--- src/design/tmr_pkg.sv ---
// timer package: register map, field positions, reset values, carrier types
// assumes a single 250 MHz clock domain and an 8-bit register port
package tmr_pkg;

	// register port geometry
	localparam int unsigned ADDR_W   = 3;
	localparam int unsigned DATA_W   = 8;

	// register offsets
	localparam logic [2:0] OFF_CTRL    = 3'h0;
	localparam logic [2:0] OFF_MODE    = 3'h1;
	localparam logic [2:0] OFF_T0_CNT  = 3'h2;
	localparam logic [2:0] OFF_T0_RLD  = 3'h3;
	localparam logic [2:0] OFF_T1_CNT  = 3'h4;
	localparam logic [2:0] OFF_T1_RLD  = 3'h5;
	localparam logic [2:0] OFF_IRQ_ST  = 3'h6;
	localparam logic [2:0] OFF_IRQ_MSK = 3'h7;

	// timer_control_reg field positions
	localparam int unsigned CTRL_T0_RUN  = 4;
	localparam int unsigned CTRL_T0_FLAG = 5;
	localparam int unsigned CTRL_T1_RUN  = 6;
	localparam int unsigned CTRL_T1_FLAG = 7;

	// mode register field positions
	localparam int unsigned MODE_T0_LSB = 0;
	localparam int unsigned MODE_T0_SRC = 2;
	localparam int unsigned MODE_T1_LSB = 4;
	localparam int unsigned MODE_T1_SRC = 6;

	// interrupt status / mask bit positions
	localparam int unsigned IRQ_T0 = 0;
	localparam int unsigned IRQ_T1 = 1;

	// mode encoding and reset values
	localparam logic [1:0] MODE_AUTO_RELOAD = 2'h2;
	localparam logic [7:0] RST_BYTE         = 8'h00;
	localparam logic [1:0] RST_IRQ          = 2'h0;
	localparam logic [7:0] CNT_ALL_ONES     = 8'hff;

	// per-channel control carried from the register file to a channel
	typedef struct packed {
		logic run;
		logic auto_reload;
		logic ext_src;
	} tmr_chan_ctl_s;

endpackage

--- src/design/tmr_channel.sv ---
// one 8-bit auto-reload counter channel
// assumes ticks and writes come from logic on the same clock
`timescale 1ns/1ns
`default_nettype none

module tmr_channel (
	// clock and reset
	input  wire logic                   clock,
	input  wire logic                   resetn,
	input  wire logic                   clk_en,
	// control and count source
	input  wire tmr_pkg::tmr_chan_ctl_s ctl,
	input  wire logic                   ext_tick,
	// register writes
	input  wire logic                   count_wr,
	input  wire logic                   reload_wr,
	input  wire logic [7:0]             wdata,
	// state
	output logic      [7:0]             count_reg,
	output logic      [7:0]             reload_reg,
	output logic                        ovf_pulse_reg
);

	logic advance;

	// internal source counts every enabled cycle, external source per rising pin edge
	assign advance = clk_en && ctl.run && ctl.auto_reload && (ctl.ext_src ? ext_tick : 1'b1);

	// count byte: software write wins over a tick in the same cycle
	always_ff @(posedge clock)
	begin
		if (!resetn)
			count_reg <= tmr_pkg::RST_BYTE;
		else if (clk_en && count_wr)
			count_reg <= wdata;
		else if (advance && count_reg == tmr_pkg::CNT_ALL_ONES)
			count_reg <= reload_reg;
		else if (advance)
			count_reg <= count_reg + 8'h01;
	end

	// reload byte changes only by software
	always_ff @(posedge clock)
	begin
		if (!resetn)
			reload_reg <= tmr_pkg::RST_BYTE;
		else if (clk_en && reload_wr)
			reload_reg <= wdata;
	end

	// one-cycle overflow event
	always_ff @(posedge clock)
	begin
		if (!resetn)
			ovf_pulse_reg <= 1'b0;
		else if (clk_en)
			ovf_pulse_reg <= advance && !count_wr && count_reg == tmr_pkg::CNT_ALL_ONES;
	end
endmodule

`default_nettype wire

--- src/design/tmr_top.sv ---
// two-channel 8-bit auto-reload timer with register port and interrupt
// assumes a one-cycle strobe master on the same clock; count pins are async
//
// The implementer's own choices: the address map and strobed register access.
`timescale 1ns/1ns
`default_nettype none

module tmr_top #(
	parameter int unsigned ADDR_W = tmr_pkg::ADDR_W
) (
	// clock, reset, freeze
	input  wire logic              clock,
	input  wire logic              resetn,
	input  wire logic              clk_en,
	// external count pins
	input  wire logic              t0_pin,
	input  wire logic              t1_pin,
	// register port
	input  wire logic [ADDR_W-1:0] addr,
	input  wire logic [7:0]        wdata,
	input  wire logic              wr_stb,
	input  wire logic              rd_stb,
	output logic      [7:0]        rdata_reg,
	// interrupt
	output logic                   irq_reg
);

	if (ADDR_W < 3)
		$error("ADDR_W must be at least 3");

	logic       [1:0] pin_meta_reg;
	logic       [1:0] pin_sync_reg;
	logic       [1:0] pin_last_reg;
	logic       [1:0] pin_rise;
	logic       [7:0] ctrl_reg;
	logic       [7:0] mode_reg;
	logic       [1:0] irq_st_reg;
	logic       [1:0] irq_msk_reg;
	logic       [7:0] t0_count;
	logic       [7:0] t0_reload;
	logic       [7:0] t1_count;
	logic       [7:0] t1_reload;
	logic             t0_ovf;
	logic             t1_ovf;
	logic             in_map;
	logic       [7:0] rd_mux;
	tmr_pkg::tmr_chan_ctl_s t0_ctl;
	tmr_pkg::tmr_chan_ctl_s t1_ctl;

	// write decode used for every register
	function automatic logic wr_hit(input logic [ADDR_W-1:0] a, input logic [2:0] off);
		wr_hit = wr_stb && a == ADDR_W'(off);
	endfunction

	assign in_map = (addr >> 3) == '0; // upper index bits clear, any ADDR_W >= 3

	// two-stage synchroniser for the count pins
	always_ff @(posedge clock)
	begin
		if (!resetn)
		begin
			pin_meta_reg <= 2'h0;
			pin_sync_reg <= 2'h0;
		end
		else if (clk_en)
		begin
			pin_meta_reg <= {t1_pin, t0_pin};
			pin_sync_reg <= pin_meta_reg;
		end
	end

	// edge detector reads only the second stage
	always_ff @(posedge clock)
	begin
		if (!resetn)
			pin_last_reg <= 2'h0;
		else if (clk_en)
			pin_last_reg <= pin_sync_reg;
	end

	assign pin_rise = pin_sync_reg & ~pin_last_reg;

	// channel control bundles
	assign t0_ctl = '{run:         ctrl_reg[tmr_pkg::CTRL_T0_RUN],
	                  auto_reload: mode_reg[tmr_pkg::MODE_T0_LSB +: 2] == tmr_pkg::MODE_AUTO_RELOAD,
	                  ext_src:     mode_reg[tmr_pkg::MODE_T0_SRC]};
	assign t1_ctl = '{run:         ctrl_reg[tmr_pkg::CTRL_T1_RUN],
	                  auto_reload: mode_reg[tmr_pkg::MODE_T1_LSB +: 2] == tmr_pkg::MODE_AUTO_RELOAD,
	                  ext_src:     mode_reg[tmr_pkg::MODE_T1_SRC]};

	// channel 0
	tmr_channel u_t0 (
		.clock         (clock),
		.resetn        (resetn),
		.clk_en        (clk_en),
		.ctl           (t0_ctl),
		.ext_tick      (pin_rise[0]),
		.count_wr      (wr_hit(addr, tmr_pkg::OFF_T0_CNT)),
		.reload_wr     (wr_hit(addr, tmr_pkg::OFF_T0_RLD)),
		.wdata         (wdata),
		.count_reg     (t0_count),
		.reload_reg    (t0_reload),
		.ovf_pulse_reg (t0_ovf)
	);

	// channel 1, same logic with its own bytes and flag
	tmr_channel u_t1 (
		.clock         (clock),
		.resetn        (resetn),
		.clk_en        (clk_en),
		.ctl           (t1_ctl),
		.ext_tick      (pin_rise[1]),
		.count_wr      (wr_hit(addr, tmr_pkg::OFF_T1_CNT)),
		.reload_wr     (wr_hit(addr, tmr_pkg::OFF_T1_RLD)),
		.wdata         (wdata),
		.count_reg     (t1_count),
		.reload_reg    (t1_reload),
		.ovf_pulse_reg (t1_ovf)
	);

	// control register: run bits by software, flags set by overflow
	// a flag set in the same cycle as a software clear survives
	always_ff @(posedge clock)
	begin
		if (!resetn)
			ctrl_reg <= tmr_pkg::RST_BYTE;
		else if (clk_en)
		begin
			if (wr_hit(addr, tmr_pkg::OFF_CTRL))
				ctrl_reg <= wdata & 8'hf0;
			if (t0_ovf)
				ctrl_reg[tmr_pkg::CTRL_T0_FLAG] <= 1'b1;
			if (t1_ovf)
				ctrl_reg[tmr_pkg::CTRL_T1_FLAG] <= 1'b1;
		end
	end

	// mode and source select
	always_ff @(posedge clock)
	begin
		if (!resetn)
			mode_reg <= tmr_pkg::RST_BYTE;
		else if (clk_en && wr_hit(addr, tmr_pkg::OFF_MODE))
			mode_reg <= wdata & 8'h77;
	end

	// sticky status, write one to clear, set wins
	always_ff @(posedge clock)
	begin
		if (!resetn)
			irq_st_reg <= tmr_pkg::RST_IRQ;
		else if (clk_en)
			irq_st_reg <= (irq_st_reg & ~(wr_hit(addr, tmr_pkg::OFF_IRQ_ST) ? wdata[1:0] : 2'h0))
			              | {t1_ovf, t0_ovf};
	end

	// interrupt enables
	always_ff @(posedge clock)
	begin
		if (!resetn)
			irq_msk_reg <= tmr_pkg::RST_IRQ;
		else if (clk_en && wr_hit(addr, tmr_pkg::OFF_IRQ_MSK))
			irq_msk_reg <= wdata[1:0];
	end

	// level interrupt, registered so it trails status by one cycle
	always_ff @(posedge clock)
	begin
		if (!resetn)
			irq_reg <= 1'b0;
		else if (clk_en)
			irq_reg <= |(irq_st_reg & irq_msk_reg);
	end

	// read mux; unmapped addresses read zero
	always_comb
	begin
		rd_mux = 8'h00;
		if (in_map)
			unique case (addr[2:0])
				tmr_pkg::OFF_CTRL:    rd_mux = ctrl_reg;
				tmr_pkg::OFF_MODE:    rd_mux = mode_reg;
				tmr_pkg::OFF_T0_CNT:  rd_mux = t0_count;
				tmr_pkg::OFF_T0_RLD:  rd_mux = t0_reload;
				tmr_pkg::OFF_T1_CNT:  rd_mux = t1_count;
				tmr_pkg::OFF_T1_RLD:  rd_mux = t1_reload;
				tmr_pkg::OFF_IRQ_ST:  rd_mux = {6'h00, irq_st_reg};
				tmr_pkg::OFF_IRQ_MSK: rd_mux = {6'h00, irq_msk_reg};
			endcase
	end

	// read data stands only in the cycle after the strobe
	always_ff @(posedge clock)
	begin
		if (!resetn)
			rdata_reg <= 8'h00;
		else if (clk_en)
			rdata_reg <= rd_stb ? rd_mux : 8'h00;
	end
endmodule

`default_nettype wire

--- config.mk ---
export PLATFORM = sky130hd
export DESIGN_NAME = tmr_top
export DESIGN_NICKNAME = d
export VERILOG_FILES = /design/src/design/tmr_pkg.sv /design/src/design/tmr_channel.sv /design/src/design/tmr_top.sv
export SDC_FILE = /design/constraint.sdc
export NUM_CORES = 1
export LEC_CHECK = 0
export ABC_AREA = 1
export BUFFER_PORTS_ARGS = -buffer_cell sky130_fd_sc_hd__buf_2
export CAP_MARGIN = 20
export CORE_MARGIN = 4
export CORE_UTILIZATION = 67
export CTS_BUF_LIST = sky130_fd_sc_hd__clkbuf_2 sky130_fd_sc_hd__clkbuf_4 sky130_fd_sc_hd__clkbuf_8
export CTS_CLUSTER_DIAMETER = 120
export CTS_CLUSTER_SIZE = 20
export DETAILED_ROUTE_END_ITERATION = 8
export PLACE_DENSITY = 0.95
export RECOVER_POWER = 25
export SLEW_MARGIN = 20
export SYNTH_ARGS = -nofsm -noshare
export SYNTH_HDL_FRONTEND = slang
export SYNTH_HIERARCHICAL = 1
export SYNTH_SLANG_ARGS = --single-unit
export TNS_END_PERCENT = 100
--- constraint.sdc ---
create_clock -name clock -period 7.2 [get_ports clock]
set_input_delay 1.44 -clock clock [delete_from_list [all_inputs] [get_ports clock]]
set_output_delay 1.44 -clock clock [all_outputs]
set_load 0.03 [all_outputs]
==> impl_metrics.csv <==
group,metric,value,unit
clock_tree,path_clk_slew,0.07,ns
clock_tree,cts_buffers,9,
sta,rsz0062_at_grt,"false",
sta,period_minus_slack,3.47,ns
layout,final_core_util,0.758,
worst_setup_path,path_class,"input port to register",
yosys,yosysWarnings,6,
hold_path,hp-class,"register to register",
placement,port_buffers,26,
drt,drc,0,
clock_tree,clk_path_buf_depth,2,
layout,n_fill_cell,441,
placement,place_congestion,0.906,
layout,multi_input_area,1990,µm²
worst_setup_path,timing.rr.start,"u_t1/count_reg[1]$_SDFFE_PN0P_",
placement,dp_hpwl,7.20,mm
drt,drt_iter0_markers,458,
status,outcome,"completed",
power,p_per_area,177,nW/µm²
worst_setup_path,path_max_fanout,21,
floorplanning,dieArea,6760,µm²
yosys,synth_area_per_cell,6.71,µm²
sta,fmax,0.288,GHz
hold_path,hp-start,"rdata_reg[3]$_SDFFE_PN0P_",
power,leakage,1.64,nW
sta,tns,0,ns
clock_tree,cts_sinks,63,
sta,slew_headroom,0.0125,
yosys,synth_cell_types,33,
clock_tree,root_buffer,"clkbuf_8",
clock_tree,cts_setup_buffers,0,
worst_setup_path,cp-end-kind,"register",
layout,final_cell_mix,"nand2_1 (102), inv_1 (71), dfxtp_1 (63)",
yosys,syn-cell-area,3690,µm²
global_route,grt_pass1_wl,16.5,mm
sta,finalSetupViolations,0,
sta,worst_pin_slew,1.48,ns
global_route,grtUsageTotal,0.323,
yosys,synth_seq_cells,63,
floorplanning,io_pins,27,
clock_tree,clock_latency,0.36,ns
sta,slew_violations,0,
layout,n_antenna_cell,0,
floorplanning,initial_core_util,0.705,
worst_setup_path,setup.worst_path.start,"addr[2]",
drt,vias,3816,
clock_tree,htreeDepth,3,
floorplanning,fp.dieW,82.2,µm
floorplanning,core.rowCount,26,
sta,period_share,0.482,
global_route,grt_max_degree,39,
floorplanning,core_area,5240,µm²
layout,area_growth,7.52,%
clock_tree,postCtsHoldBufs,0,
drt,detail-route-antenna-nets,0,
yosys,netlist_instances,550,
flow_run,cap_viol_max_count,0,
worst_setup_path,crit_arrival,3.71,ns
sta,fin_skew,0.00811,ns
yosys,synth_area_leader_cell,"dfxtp_1",
global_route,antenna_found_initial,0,
clock_tree,cts_tree,"done",
worst_setup_path,start_kind,"input port",
floorplanning,die_h,82.2,µm
sta,finalHoldViolCount,0,
worst_setup_path,crit_required,7.43,ns
power,max-vdd-ir-drop,0.119,mV
drt,drt-vias-per-instance,5.89,
global_route,overflow,0,
drt,drt_pre_antenna_iters,6,
global_route,grt_pass1_vias,3530,
layout,layout_commonest_cell,"nand2_1",
yosys,synth_seq_area_share,0.342,
layout,num-nets-final,593,
drt,drt_wl_total,10.0,mm
yosys,synth_area_leaders,"dfxtp_1 (34%), nand2_1 (10%), a21oi_1 (7.5%)",
yosys,synth_fp_nets,570,
clock_tree,ctsResizeCount,0,
layout,drive_gt1_frac,0.130,
drt,avgRoutedWirePerCell,15.4,µm
yosys,post-synth-top-area-fraction,0.342,
layout,seq_area,1260,µm²
==> cells by family (layout without fill, tap and decap cells) <==
| group | Yosys count | after routing | share of synthesized area |
|---|---|---|---|
| and+or+nand+nor | 256 | 256 | 0.348 |
| AOI/OAI and AO/OA | 121 | 121 | 0.171 |
| buffers and inverters | 102 | 130 | 0.119 |
| DFF | 63 | 63 | 0.342 |
| xor gates and xnor gates | 6 | 6 | 0.0142 |
| adders and majority gates | 2 | 2 | 0.00678 |
==> worst paths after layout <==
check,endpoint,slack [ns],depth (start not counted)
worst min-delay path,rdata_reg[3]$_SDFFE_PN0P_,0.46,2
worst max-delay path,u_t1/count_reg[3]$_SDFFE_PN0P_,3.73,10
worst min register to register,rdata_reg[3]$_SDFFE_PN0P_,0.46,2
worst max register to register,u_t1/count_reg[5]$_SDFFE_PN0P_,5.54,7
==> layout make-up <==
type / count / area share
clock buffer: 11 / 0.0350
inverter: 88 / 0.0845
clock inverter: 5 / 0.00882
tap: 70 / 0.0221
sequential: 63 / 0.318
multi-input combinational: 385 / 0.502
timing repair buffer: 26 / 0.0299
==> power breakdown <==
| part | total (mW) | switching [mW] | internal, mW |
|---|---|---|---|
| registers | 0.361 | 0.00548 | 0.356 |
| clock network | 0.280 | 0.147 | 0.132 |
| logic | 0.0609 | 0.0453 | 0.0156 |
==> per-stage QoR <==
step                cells  instance area (µm²)  hold slack (ns)  power [mW]  setup WS [ns]
floorplan             550                 3690            0.443       0.408           3.93
global route          648                 3970            0.488       0.729           3.53
finish                648                 3970            0.464       0.702           3.73
CTS                   648                 3980            0.465       0.701           3.78
global placement      632                 3810            0.449       0.425           3.57
detailed placement    632                 3810            0.454       0.428           3.42
==> cell usage after synthesis <==
master and count:
nand2_2 3, nor2_1 57, buf_8 2, nand3_4 4, buf_4 2, o21bai_1 2
a31o_2 1, nand3_2 3, nor3_1 1, buf_6 2, xnor2_1 2, o21ai_2 2
nor4_1 2, nor2_2 4, nor2_4 9, o21ai_0 46, nand3_1 42, nor2_8 2
clkinv_1 5, clkbuf_1 4, ha_1 2, inv_1 71, inv_2 10, o211ai_1 4
o21ai_1 11, and2_4 2, inv_4 2, nand4_1 25, buf_2 4, dfxtp_1 63
a21oi_1 55, xor2_1 4, nand2_1 102
==> metal layers <==
metal / vias up / track usage / routed length (µm)
li1: 1844 / - / -
met1: 1688 / 0.403 / 3990
met2: 237 / 0.515 / 4650
met3: 47 / 0.0922 / 977
met4: 0 / 0.148 / 384
met5: - / 0 / 0
==> critical path: stages <==
cell	delay, ns
buf_2	0.30
inv_2	0.24
nor4_1	0.82
nand2_1	0.26
inv_2	0.22
nor2_4	0.09
nand2_1	0.08
o21ai_0	0.08
a21oi_1	0.12
nor2_1	0.05
Note: power is estimated with default switching activity, not from simulation.
